<file path="src/logic/fcl_map.vh">
// Offsets, field positions, reset values and timing figures of the switch configuration loader.
`ifndef FCL_MAP_VH
`define FCL_MAP_VH

// ==========================================================================
// Register offsets (byte addresses on the Wishbone bus)
`define FCL_OFS_CTRL       8'h00
`define FCL_OFS_STATUS     8'h04
`define FCL_OFS_IRQ_STAT   8'h08
`define FCL_OFS_IRQ_MASK   8'h0c
`define FCL_OFS_PARAM      8'h40

// ==========================================================================
// Field positions
`define FCL_CTRL_RESTORE   0
`define FCL_EV_RESTORED    0
`define FCL_EV_EE_ERR      1
`define FCL_EV_PREOP       2
`define FCL_EV_CFG_CHG     3
`define FCL_EV_RST_NODE    4
`define FCL_EV_W           5

// ==========================================================================
// Switch codes
`define FCL_BAUD_MAX       4'h8
`define FCL_BAUD_DEFAULT   4'h1
`define FCL_NODE_DEFAULT   8'h20
`define FCL_SVC_RESTORE    8'h81
`define FCL_NODE_MAX       8'h7f

// ==========================================================================
// Reset values and parameter store
`define FCL_MASK_RESET     5'h00
`define FCL_PARAM_DEFAULT  16'h0000
`define FCL_PARAM_WORDS    16
`define FCL_PARAM_AW       4

// ==========================================================================
// Timing
`define FCL_CLK_HZ         20000000
`define FCL_LED_DELAY_S    5
`define FCL_PREOP_DELAY_S  5
`define FCL_SETTLE_CYC     8'h08

`endif

</file>
<file path="src/logic/fcl_loader.v">
// Power-up switch sampling, parameter restore and status logic of the fieldbus coupler.
//
// How it works
// - Baud codes 0..8 map to rates; rest invalid.
// - Default baud code is 0001, 20 kbit/s.
// - Node number 1..127 valid, zero invalid.
// - Default node number is 32.
// - Switch position 1 is the LSB.
// - MSB set selects service; 0x81 restores defaults.
// - Service mode keeps the node off bus.
// - Switches sampled once after power-up only.
// - Service result on receive LED, faults on alarm.
// - Receive LED lights five seconds after power-up.
// - Store write failure lights alarm LED and relay.
// - Parameters kept in EEPROM, reloaded at start.
// - Module configuration change rewrites defaults.
// - Reset Node from master restores defaults.
// - Pre-operational and emergency after start-up delay.
`default_nettype none
`include "fcl_map.vh"

module fcl_loader #(
  parameter [31:0] LED_CYC   = `FCL_LED_DELAY_S * `FCL_CLK_HZ,
  parameter [31:0] PREOP_CYC = `FCL_PREOP_DELAY_S * `FCL_CLK_HZ
) (
  input  wire        clk_i,
  input  wire        rst_i,
  input  wire        wb_cyc_i,
  input  wire        wb_stb_i,
  input  wire        wb_we_i,
  input  wire [7:0]  wb_adr_i,
  input  wire [3:0]  wb_sel_i,
  input  wire [31:0] wb_dat_i,
  output reg  [31:0] wb_dat_o,
  output reg         wb_ack_o,
  input  wire [3:0]  baud_sw_i,
  input  wire [7:0]  node_sw_i,
  input  wire        cfg_change_i,
  input  wire        reset_node_i,
  output reg         ee_req_o,
  output reg         ee_we_o,
  output reg  [3:0]  ee_addr_o,
  output reg  [15:0] ee_wdata_o,
  input  wire [15:0] ee_rdata_i,
  input  wire        ee_done_i,
  input  wire        ee_err_i,
  output reg         bus_en_o,
  output reg  [3:0]  baud_code_o,
  output reg  [9:0]  baud_kbps_o,
  output reg  [6:0]  node_id_o,
  output reg         preop_o,
  output reg         emcy_o,
  output reg         rx_led_o,
  output reg         alarm_led_o,
  output reg         alarm_relay_o,
  output reg         irq_o
);

  // ==========================================================================
  // States
  localparam [6:0] ST_SAMPLE  = 7'h01;
  localparam [6:0] ST_LOAD    = 7'h02;
  localparam [6:0] ST_RESTORE = 7'h04;
  localparam [6:0] ST_SAVE    = 7'h08;
  localparam [6:0] ST_RUN     = 7'h10;
  localparam [6:0] ST_SERVICE = 7'h20;
  localparam [6:0] ST_OFFLINE = 7'h40;

  // ==========================================================================
  // Decode helpers
  // Rate in kbit/s for a baud code, zero for an invalid code.
  function [9:0] fcl_rate;
    input [3:0] code;
    begin
      case (code)
        4'h0:    fcl_rate = 10'd10;
        4'h1:    fcl_rate = 10'd20;
        4'h2:    fcl_rate = 10'd50;
        4'h3:    fcl_rate = 10'd100;
        4'h4:    fcl_rate = 10'd125;
        4'h5:    fcl_rate = 10'd250;
        4'h6:    fcl_rate = 10'd500;
        4'h7:    fcl_rate = 10'd800;
        4'h8:    fcl_rate = 10'd1000;
        default: fcl_rate = 10'd0;
      endcase
    end
  endfunction

  // A node number is valid from 1 to 127.
  function fcl_node_ok;
    input [7:0] sw;
    begin
      fcl_node_ok = (sw != 8'h00) && (sw <= `FCL_NODE_MAX);
    end
  endfunction

  // ==========================================================================
  // Switch synchronisers
  // Bit 0 of each vector is switch position 1, so no reordering is needed.
  wire [11:0] sw_raw = {node_sw_i, baud_sw_i};
  reg  [11:0] sw_s1;
  reg  [11:0] sw_s2;
  reg  [11:0] sw_s3;
  reg  [11:0] sw_filt;

  always @(posedge clk_i) begin
    sw_s1 <= sw_raw;
    sw_s2 <= sw_s1;
    sw_s3 <= sw_s2;
  end

  // A bit is believed only once the last two stages agree.
  genvar gi;
  generate
    for (gi = 0; gi < 12; gi = gi + 1) begin : g_filt
      always @(posedge clk_i) begin
        if (rst_i) begin
          sw_filt[gi] <= 1'b0;
        end else if (sw_s2[gi] == sw_s3[gi]) begin
          sw_filt[gi] <= sw_s3[gi];
        end
      end
    end
  endgenerate

  // ==========================================================================
  // State and engine registers
  reg [6:0]  state;
  reg [7:0]  settle;
  reg [3:0]  baud_cap;
  reg [7:0]  node_cap;
  reg        svc;
  reg        restore_ok;
  reg        err;
  reg        pend_restore;
  reg [3:0]  idx;
  reg [31:0] tmr;
  reg [4:0]  irq_stat;
  reg [4:0]  irq_mask;
  reg [4:0]  ev;
  reg        wb_st1;

  // ==========================================================================
  // Bus decode
  wire       wb_req    = wb_cyc_i & wb_stb_i;
  wire       hit_param = (wb_adr_i[7:6] == 2'b01);
  // Gated by the request so that stale idle bus lines never hold off a restore.
  wire       param_wr  = wb_req & hit_param & wb_we_i;
  // Parameter writes go to the store, so they wait for an idle engine.
  wire       wb_ready  = ~param_wr | (state == ST_RUN);
  wire       wb_go     = wb_st1 & wb_ready;
  wire       wr_go     = wb_go & wb_we_i;
  wire [7:0] reg_adr   = {wb_adr_i[7:2], 2'b00};
  wire       eng_busy  = (state == ST_LOAD) | (state == ST_RESTORE);
  wire       ee_ack    = ee_req_o & ee_done_i;
  wire       last_word = (idx == 4'hf);

  // ==========================================================================
  // Parameter store
  // During load and restore the engine owns the store; parameter writes from the bus are held off.
  wire        mem_we    = eng_busy ? ee_ack : (wr_go & hit_param & (&wb_sel_i[1:0]));
  wire [3:0]  mem_addr  = eng_busy ? idx : wb_adr_i[5:2];
  wire [15:0] mem_wdata = (state == ST_LOAD) ? ee_rdata_i :
                          (state == ST_RESTORE) ? `FCL_PARAM_DEFAULT : wb_dat_i[15:0];
  wire [15:0] mem_rdata;

  fcl_param_mem u_mem (
    .clk_i   (clk_i),
    .we_i    (mem_we),
    .addr_i  (mem_addr),
    .wdata_i (mem_wdata),
    .rdata_o (mem_rdata)
  );

  // ==========================================================================
  // Restore triggers
  // A trigger during a busy phase is kept and served once the node runs.
  wire trig = cfg_change_i | reset_node_i |
              (wr_go & (reg_adr == `FCL_OFS_CTRL) & wb_sel_i[0] &
               wb_dat_i[`FCL_CTRL_RESTORE]);

  always @(posedge clk_i) begin
    if (rst_i) begin
      pend_restore <= 1'b0;
    end else if (trig) begin
      pend_restore <= 1'b1;
    end else if (state == ST_RUN && !param_wr) begin
      pend_restore <= 1'b0;
    end
  end

  // ==========================================================================
  // Time since power-up, saturating at the longer of the two delays.
  always @(posedge clk_i) begin
    if (rst_i) begin
      tmr <= 32'h0000_0000;
    end else if (tmr < LED_CYC || tmr < PREOP_CYC) begin
      tmr <= tmr + 32'h0000_0001;
    end
  end

  // ==========================================================================
  // Main sequencer
  always @(posedge clk_i) begin
    if (rst_i) begin
      state      <= ST_SAMPLE;
      settle     <= 8'h00;
      baud_cap   <= `FCL_BAUD_DEFAULT;
      node_cap   <= `FCL_NODE_DEFAULT;
      svc        <= 1'b0;
      restore_ok <= 1'b0;
      err        <= 1'b0;
      idx        <= 4'h0;
      ee_req_o   <= 1'b0;
      ee_we_o    <= 1'b0;
      ev         <= 5'h00;
    end else begin
      ev    <= 5'h00;
      ev[`FCL_EV_CFG_CHG]  <= cfg_change_i;
      ev[`FCL_EV_RST_NODE] <= reset_node_i;
      // One word per store handshake; request drops for a cycle between words.
      if (ee_ack) begin
        ee_req_o <= 1'b0;
        if (ee_err_i) begin
          err <= 1'b1;
          ev[`FCL_EV_EE_ERR] <= 1'b1;
        end
      end
      case (state)
        ST_SAMPLE: begin
          // Capture once after the synchronisers settle; never again.
          if (settle == `FCL_SETTLE_CYC) begin
            baud_cap <= sw_filt[3:0];
            node_cap <= sw_filt[11:4];
            idx      <= 4'h0;
            if (sw_filt[11]) begin
              svc <= 1'b1;
              if (sw_filt[11:4] == `FCL_SVC_RESTORE) begin
                state <= ST_RESTORE;
              end else begin
                state <= ST_SERVICE;
              end
            end else if (fcl_node_ok(sw_filt[11:4]) && sw_filt[3:0] <= `FCL_BAUD_MAX) begin
              state <= ST_LOAD;
            end else begin
              state <= ST_OFFLINE;
            end
          end else begin
            settle <= settle + 8'h01;
          end
        end
        ST_LOAD, ST_RESTORE: begin
          ee_we_o <= (state == ST_RESTORE);
          if (!ee_req_o && !ee_ack) begin
            ee_req_o <= 1'b1;
          end
          if (ee_ack) begin
            idx <= idx + 4'h1;
            if (last_word) begin
              if (state == ST_RESTORE) begin
                restore_ok <= ~(err | ee_err_i);
                ev[`FCL_EV_RESTORED] <= 1'b1;
              end
              state <= svc ? ST_SERVICE : ST_RUN;
            end
          end
        end
        ST_SAVE: begin
          if (ee_ack) begin
            state <= ST_RUN;
          end
        end
        ST_RUN: begin
          idx <= 4'h0;
          if (wr_go && hit_param && (&wb_sel_i[1:0])) begin
            ee_we_o  <= 1'b1;
            ee_req_o <= 1'b1;
            state    <= ST_SAVE;
          end else if (pend_restore && !param_wr) begin
            state <= ST_RESTORE;
          end
        end
        ST_SERVICE, ST_OFFLINE: begin
          state <= state;
        end
        default: begin
          state <= ST_SAMPLE;
        end
      endcase
    end
  end

  // The store port mirrors the engine word or the word just written by software.
  always @(posedge clk_i) begin
    if (rst_i) begin
      ee_addr_o  <= 4'h0;
      ee_wdata_o <= 16'h0000;
    end else if (eng_busy) begin
      ee_addr_o  <= idx;
      ee_wdata_o <= `FCL_PARAM_DEFAULT;
    end else if (state == ST_RUN) begin
      ee_addr_o  <= wb_adr_i[5:2];
      ee_wdata_o <= wb_dat_i[15:0];
    end
  end

  // ==========================================================================
  // Network-facing outputs and indicators
  always @(posedge clk_i) begin
    if (rst_i) begin
      bus_en_o      <= 1'b0;
      baud_code_o   <= `FCL_BAUD_DEFAULT;
      baud_kbps_o   <= 10'd0;
      node_id_o     <= 7'h00;
      preop_o       <= 1'b0;
      emcy_o        <= 1'b0;
      rx_led_o      <= 1'b0;
      alarm_led_o   <= 1'b0;
      alarm_relay_o <= 1'b0;
    end else begin
      bus_en_o    <= ~svc & ((state == ST_RUN) | (state == ST_SAVE) |
                             (state == ST_RESTORE));
      baud_code_o <= baud_cap;
      baud_kbps_o <= fcl_rate(baud_cap);
      node_id_o   <= node_cap[6:0];
      emcy_o      <= 1'b0;
      // Enter pre-operational once, with one emergency pulse in the same cycle.
      if (bus_en_o && !preop_o && tmr >= PREOP_CYC) begin
        preop_o <= 1'b1;
        emcy_o  <= 1'b1;
      end
      rx_led_o      <= svc & restore_ok & (tmr >= LED_CYC);
      alarm_led_o   <= err;
      alarm_relay_o <= err;
    end
  end

  // ==========================================================================
  // Interrupt status, mask and output
  // A new event wins over a write-one-to-clear in the same cycle.
  wire [4:0] stat_clr = (wr_go && reg_adr == `FCL_OFS_IRQ_STAT && wb_sel_i[0]) ?
                        wb_dat_i[4:0] : 5'h00;
  wire [4:0] ev_all   = ev | {4'h0, 1'b0} |
                        {2'b00, bus_en_o & ~preop_o & (tmr >= PREOP_CYC), 2'b00};

  always @(posedge clk_i) begin
    if (rst_i) begin
      irq_stat <= 5'h00;
      irq_mask <= `FCL_MASK_RESET;
      irq_o    <= 1'b0;
    end else begin
      irq_stat <= (irq_stat & ~stat_clr) | ev_all;
      if (wr_go && reg_adr == `FCL_OFS_IRQ_MASK && wb_sel_i[0]) begin
        irq_mask <= wb_dat_i[4:0];
      end
      irq_o <= |(irq_stat & irq_mask);
    end
  end

  // ==========================================================================
  // Wishbone slave
  // Ack comes two edges after the request so that store reads are registered.
  always @(posedge clk_i) begin
    if (rst_i) begin
      wb_st1   <= 1'b0;
      wb_ack_o <= 1'b0;
      wb_dat_o <= 32'h0000_0000;
    end else begin
      wb_st1   <= wb_req & ~wb_ack_o & ~wb_go;
      wb_ack_o <= wb_go;
      if (wb_go && !wb_we_i) begin
        if (hit_param) begin
          wb_dat_o <= {16'h0000, mem_rdata};
        end else begin
          case (reg_adr)
            `FCL_OFS_STATUS:   wb_dat_o <= {13'h0, rx_led_o, err, preop_o, bus_en_o, svc,
                                            fcl_node_ok(node_cap),
                                            (baud_cap <= `FCL_BAUD_MAX),
                                            node_cap, baud_cap};
            `FCL_OFS_IRQ_STAT: wb_dat_o <= {27'h0, irq_stat};
            `FCL_OFS_IRQ_MASK: wb_dat_o <= {27'h0, irq_mask};
            default:           wb_dat_o <= 32'h0000_0000;
          endcase
        end
      end
    end
  end

endmodule

`default_nettype wire

</file>
<file path="src/logic/fcl_param_mem.v">
// Small parameter store with a registered read port.
`default_nettype none

module fcl_param_mem (
  input  wire        clk_i,
  input  wire        we_i,
  input  wire [3:0]  addr_i,
  input  wire [15:0] wdata_i,
  output reg  [15:0] rdata_o
);

  reg [15:0] mem [0:15];

  // ==========================================================================
  // Storage
  // Read first, then write; a same-cycle read returns the old word.
  always @(posedge clk_i) begin
    if (we_i) begin
      mem[addr_i] <= wdata_i;
    end
    rdata_o <= mem[addr_i];
  end

endmodule

`default_nettype wire

</file>
<file path="config.mk">
export PLATFORM = sky130hd
export DESIGN_NAME = fcl_loader
export DESIGN_NICKNAME = d
export VERILOG_FILES = /design/src/logic/fcl_loader.v /design/src/logic/fcl_param_mem.v
export VERILOG_INCLUDE_DIRS = /design/src /design/src/logic
export SDC_FILE = /design/constraint.sdc
export NUM_CORES = 1
export LEC_CHECK = 0
export ABC_AREA = 1
export BUFFER_PORTS_ARGS = -buffer_cell sky130_fd_sc_hd__clkbuf_2
export CAP_MARGIN = 0
export CORE_UTILIZATION = 25
export DETAILED_ROUTE_END_ITERATION = 7
export PLACE_DENSITY = 0.52
export SYNTH_ARGS = -nofsm -noshare
export SYNTH_HDL_FRONTEND = slang
export SYNTH_SLANG_ARGS = --single-unit
</file>
<file path="constraint.sdc">
create_clock -name clk_i -period 3.3 [get_ports clk_i]
set_input_delay 0 -clock clk_i [delete_from_list [all_inputs] [get_ports clk_i]]
set_output_delay 0 -clock clk_i [all_outputs]
set_load 0.1 [all_outputs]
</file>
Yosys cells after proc, flatten, opt, wreduce, memory -nomap -nowiden
Memory sizes are Yosys's and may differ from the RTL's. A register that Yosys moved wholly into a read port is not among the register bits.
Cells that the tools add are included.
{"block": "classes", "add_sub_neg": 3, "n_lt_le_gt_ge": 6, "mux": 36, "n_reduce_logical": 42, "n_bitwise": 41, "eq_ne": 32}
{"op": "$pmux 19 s3", "n": 1}
{"op": "$mux 7", "n": 8}
{"op": "$pmux 7 s5", "n": 1}
{"op": "$add 32x1->32 const B", "n": 1}
{"op": "$ge 32x27->1 const B", "n": 1}
{"op": "$lt 32x27->1 const B", "n": 1}
{"op": "$mux 16", "n": 2}
{"op": "$mux 4", "n": 5}
{"op": "$mux 19", "n": 1}
{"op": "$and 1x1->1", "n": 18}
{"op": "$le 8x7->1 const B", "n": 2}
{"op": "$reduce_bool 8->1", "n": 2}
{"op": "$logic_and 1x1->1", "n": 15}
{"op": "$eq 1x1->1", "n": 12}
{"op": "$eq 6x2->1 const B", "n": 2}
{"op": "$mux 1", "n": 12}
{"op": "$mux 6", "n": 2}
{"op": "$pmux 4 s3", "n": 1}
{"op": "$not 1->1", "n": 11}
{"op": "$and 5x5->5", "n": 2}
{"op": "$ne 2x2->1 const B", "n": 5}
{"op": "$reduce_and 2->1", "n": 5}
{"op": "$add 8x1->8 const B", "n": 1}
{"op": "$eq 8x4->1 const B", "n": 1}
{"op": "30 further kinds", "n": 48}
{"block": "totals", "word_cells": 208, "in_bits": 81, "rom_bits": 160, "reg_bits": 203, "n_memories": 2, "mem_bits_rw": 256}
{"memory": "u_mem.mem", "words": 16, "word_bits": 16, "rd": 1, "rd_ports_with_merged_regs": 1, "wr": 1, "line": "fcl_param_mem.v:12", "text": "reg [15:0] mem [0:15];"}
{"memory": "(name not given)", "words": 16, "word_bits": 10, "rd": 1, "rd_ports_with_merged_regs": 1, "wr": 0, "line": "fcl_loader.v:75", "text": "case (code)"}

Longest topological paths before layout
{"block": "depth", "depth_word": 13, "depth_mapped": 19, "mapped_depth_nobuf": 15}

Cells and area by module
Synthesis repeated with hierarchy kept, for this count alone.
{"block": "unflattened", "hier_cells": 2139, "hier_area_um2": 19510.0}
{"mod": "fcl_param_mem", "n_inst": 1, "area_each_um2": 11151.9, "seq_area_each_um2": 8007.7, "cells_each": 1070}
{"mod": "fcl_loader", "n_inst": 1, "area_each_um2": 8358.0, "seq_area_each_um2": 3983.8, "cells_each": 1069}

Worst setup path after synthesis
Ideal clock, no wire load.
{"block": "synth_path", "path_type": "register to register", "startpoint": "reg ee_req_o", "endpoint": "mem u_mem.mem[1][0] (enable)", "setup_time_ns": 0.389, "path_slack_ns": 0.458, "required_time_ns": 2.911, "arrival_ns": 2.454, "stages_incl_launch_ff": 7, "period_less_slack_ns": 2.842, "cell_sequence": "dfxtp_1 -> nand2_1 -> nand2_1 -> inv_1 -> a21oi_1 -> nand4_1 -> nor2_1"}
{"block": "synth_via", "elab_chain_len": 4}
{"element": "start, declared", "line": "fcl_loader.v:40", "text": "output reg ee_req_o,"}
{"element": "start signal, assigned", "line": "fcl_loader.v:215", "text": "ee_req_o <= 1'b0;"}
{"element": "start signal, assigned", "line": "fcl_loader.v:224", "text": "ee_req_o <= 1'b0;"}
{"element": "start signal, assigned", "line": "fcl_loader.v:256", "text": "ee_req_o <= 1'b1;"}
{"element": "$and 1x1->1", "line": "fcl_loader.v:156", "text": "wire ee_ack = ee_req_o & ee_done_i;"}
{"element": "$mux 1", "line": "fcl_loader.v:162", "text": "wire mem_we = eng_busy ? ee_ack : (wr_go & hit_param & (&wb_sel_i[1:0]));"}
{"element": "$mux 1", "line": "fcl_param_mem.v:18", "text": "if (we_i) begin"}
{"element": "$mux 1 (implied by the code)", "line": "fcl_param_mem.v:19", "text": "mem[addr_i] <= wdata_i;"}
{"element": "end, declared", "line": "fcl_param_mem.v:12"}
Every way passes these cells.

Worst setup path in the final report
{"block": "layout_path", "startpoint": "reg state[1]", "endpoint": "mem u_mem.mem[14][10] (enable)"}
{"block": "layout_via", "elab_chain_len": 9, "word_cells_on_any_way": 13, "cone_classes": "eq/ne (3); mux (4); bitwise (6)"}
{"element": "start, declared", "line": "fcl_loader.v:129", "text": "reg [6:0] state;"}
{"element": "start signal, assigned", "line": "fcl_loader.v:265", "text": "state <= svc ? ST_SERVICE : ST_RUN;"}
{"element": "start signal, assigned", "line": "fcl_loader.v:285", "text": "state <= state;"}
{"element": "$eq 7x5->1", "line": "fcl_loader.v:151", "text": "wire wb_ready = ~param_wr | (state == ST_RUN);"}
{"element": "$or 1x1->1", "line": "fcl_loader.v:151"}
{"element": "$and 1x1->1", "line": "fcl_loader.v:152", "text": "wire wb_go = wb_st1 & wb_ready;"}
{"element": "$and 1x1->1", "line": "fcl_loader.v:153", "text": "wire wr_go = wb_go & wb_we_i;"}
{"element": "$and 1x1->1 (2 in a row)", "line": "fcl_loader.v:162"}
{"element": "$mux 1", "line": "fcl_loader.v:162"}
{"element": "$mux 1", "line": "fcl_param_mem.v:18"}
{"element": "$mux 1 (implied by the code)", "line": "fcl_param_mem.v:19"}
Parallel ways exist; a longest one is shown, timed or not.

==> impl_metrics.ini <==
[timing]
hold_viol_final = 0
fmax_ghz = 0.3527
hold_ws_ns = 0.04047
slew_headroom = 0.4438
finalClockSkew_ns = 0.03321
setup_viol = 0
tns_ns = 0
rsz0062_at_grt = false
worst_slew_pin_slew_ns = 0.8267
slew_viol_final = 0
min_period_ns = 2.835
fin_crit_sh = 0.8592

[critical_path]
crit_family = simple AND/OR/NAND/NOR gates
slowest_delay_ns = 0.45
crit_buf_inv = 3
criticalPathCategory = flip-flop to flip-flop
crit_chain = inv_1 > nand2_1 > nor2_1 > nand3_1 > nand2_1 > nand2_1 > inv_1 > nand2_1 > a21oi_2 > nand3_1 > nor2_2 > buf_4
critPathLaunchType = flip-flop
cp.required_ns = 3.59
cp-end-kind = flip-flop
crit_fanout = 7
crit_arrival_ns = 3.12
cpMaxStageDelayCell = nor2_2
worst_path_most_repeated_cell = nand2_1

[layout]
diodes = 0
fin_util = 0.3086
area_growth_pct = 21.53
drive_gt1_frac = 0.1348
fin_cells = 3367
fillers = 7901
nNetsFinal = 2385

[grt]
grt_pass1_vias = 14295
antenna_found_initial = 0
gr-usage-all-layers = 0.1301
grt_overflow = 0
grt_pass1_wl_mm = 80.72
grt_start_max_net_pins = 109

[synthesis]
synth_area_um2 = 19380
syn_inst = 2096
yosysTopAreaCell = edfxtp_1
synth_most_common_cell = nand2_1
synthDistinctLibCells = 47
synthArstFlopShare = 0
synth_warnings = 0
synthTopCellsByArea = edfxtp_1 40%, dfxtp_1 22%, nand2_1 15%
synth_commonest_cells = 760 x nand2_1, 256 x edfxtp_1, 215 x dfxtp_1
yosys.area.top_type_share = 0.3966
synth-seq-cells = 471
synth_ff_type = edfxtp_1
seq_area_frac_synth = 0.6186
synth_edf_count = 256
syn_area_per_cell_um2 = 9.248

[routing]
viasPerCell = 4.449
drt_iter0_markers = 1018
dr.pass1.iters = 7
drt_wl_total_mm = 52.00
postRouteAntennaNets = 0
wl_per_cell_um = 15.44
vias = 14981
drc = 0

[clocking]
cts_buffers = 51
cts.clk_slew.worst_paths_ns = 0.06
clk_path_buf_depth = 3
cts_tree = done
cts-root-buf = clkbuf_16
h-tree-depth = 2
clk-insertion-delay-late_ns = 0.61
cts_sinks = 471

[floorplanning]
initial_core_util = 0.2540
row_count = 101
die_height_um = 280.5
die_w_um = 280.5
io_pins = 164
core_um2 = 76330
dieArea_um2 = 78650

[power_and_ir_drop]
p_leak_nw = 9.570
power_mw = 15.60
power_density_nw_per_um2 = 662.3
ir_drop_mv = 0.4675

[hold_path]
hold_class = input pin to flip-flop

[placement]
portBuffers = 130
gp_congestion = 0.8486
dp.cells = 3218
hpwl_mm = 34.81

[job]
cap_violations = 0

[run_status]
status = completed
==> cell families after synthesis <==
family          after synthesis  share of synthesized area
flops                       471                     0.6186
other cells                   1                  0.0001935
simple gates               1116                     0.2377
xor+xnor                     23                    0.01039
buf+inv                     250                    0.05822
fa+ha+maj                     9                   0.005810
compound gates              226                    0.06907
==> state kept, by name, indices dropped and copies added, names as in the netlist, 4 cells and up <==
name           flops
baud_cap           4
baud_code_o        4
baud_kbps_o       10
ee_addr_o          4
ee_wdata_o        16
ev                 4
idx                4
irq_mask           5
irq_stat           5
node_cap           8
node_id_o          7
settle             8
state              7
sw_filt           12
sw_s1             12
sw_s2             12
sw_s3             12
tmr               32
u_mem.mem        256
u_mem.rdata_o     16
wb_dat_o          19
==> power by group <==
part | internal, mW | leakage, nW | total (mW) | switching (mW)
combinational | 0.788 | 4.66 | 3.14 | 2.35
clock | 3.34 | 0.845 | 5.76 | 2.42
sequential | 6.58 | 4.06 | 6.71 | 0.126
==> cell usage in the layout (no fill, tap or decap), types with 18 or more instances in the layout <==
cell type | synthesis | layout
buf_4 | 27 | 59
clkbuf_2 | 0 | 130
nor3_1 | 28 | 27
dfxtp_1 | 215 | 215
edfxtp_1 | 256 | 256
nand4_1 | 22 | 22
o21ai_0 | 60 | 60
o211ai_1 | 18 | 18
a21oi_1 | 105 | 104
inv_1 | 124 | 122
clkbuf_16 | 0 | 54
nor2_1 | 118 | 113
nand2_1 | 760 | 760
dlygate4sd3_1 | 0 | 54
nand3_1 | 160 | 160
==> per-stage QoR <==
stage | setup WS (ns) | instance area [um2]
final | 0.4646 | 23560
after global routing | 0.1651 | 23560
after CTS | 0.2541 | 23550
after detailed placement | 0.3086 | 21290
after global placement | 0.3835 | 21290
after floorplan | 0.4577 | 19430
==> per-layer routing <==
layer	vias up	share of wire	track usage
met5	-	0	0
met4	0	0.023	0.03573
met3	79	0.051	0.02248
met2	390	0.48	0.2181
met1	7187	0.45	0.1714
li1	7325	-	-
==> cell type report <==
class	instances	area, um2	share of cell area
inverter	138	518.0	0.02199
sequential	471	11990	0.5090
timing repair buffer	246	1694	0.07191
tap	1030	1289	0.05471
clock buffer	64	1429	0.06065
clock inverter	31	291.5	0.01238
multi-input combinational	1387	6345	0.2693
==> what timing repair did <==
action                                  in CTS  in global routing
endpoints found under the setup margin       0                 11
endpoints found under the hold margin       70                  0
hold buffers                                54                  0
buffers inserted                             0                  0
gates resized for setup                      0                  1
==> worst register-to-register path: cells and delay by family, from the launching register on <==
family / cells / cell delay [ns]
AOI/OAI and AO/OA: 1 / 0.34
buffers and inverters: 3 / 0.42
DFF: 1 / 0.33
and+or+nand+nor: 8 / 1.43
==> final timing paths <==
path / endpoint / depth (start not counted) / from / slack [ns]
setup reg to reg: u_mem.mem[14][10] / 12 / state[1] / 0.46
setup / recovery: u_mem.mem[14][10] / 12 / state[1] / 0.46
hold reg to reg: sw_s2[0] / 0 / sw_s1[0] / 0.32
hold / removal: u_mem.mem[4][11] / 3 / ee_rdata_i[11] / 0.04
Power figures use the tool's default switching activity.
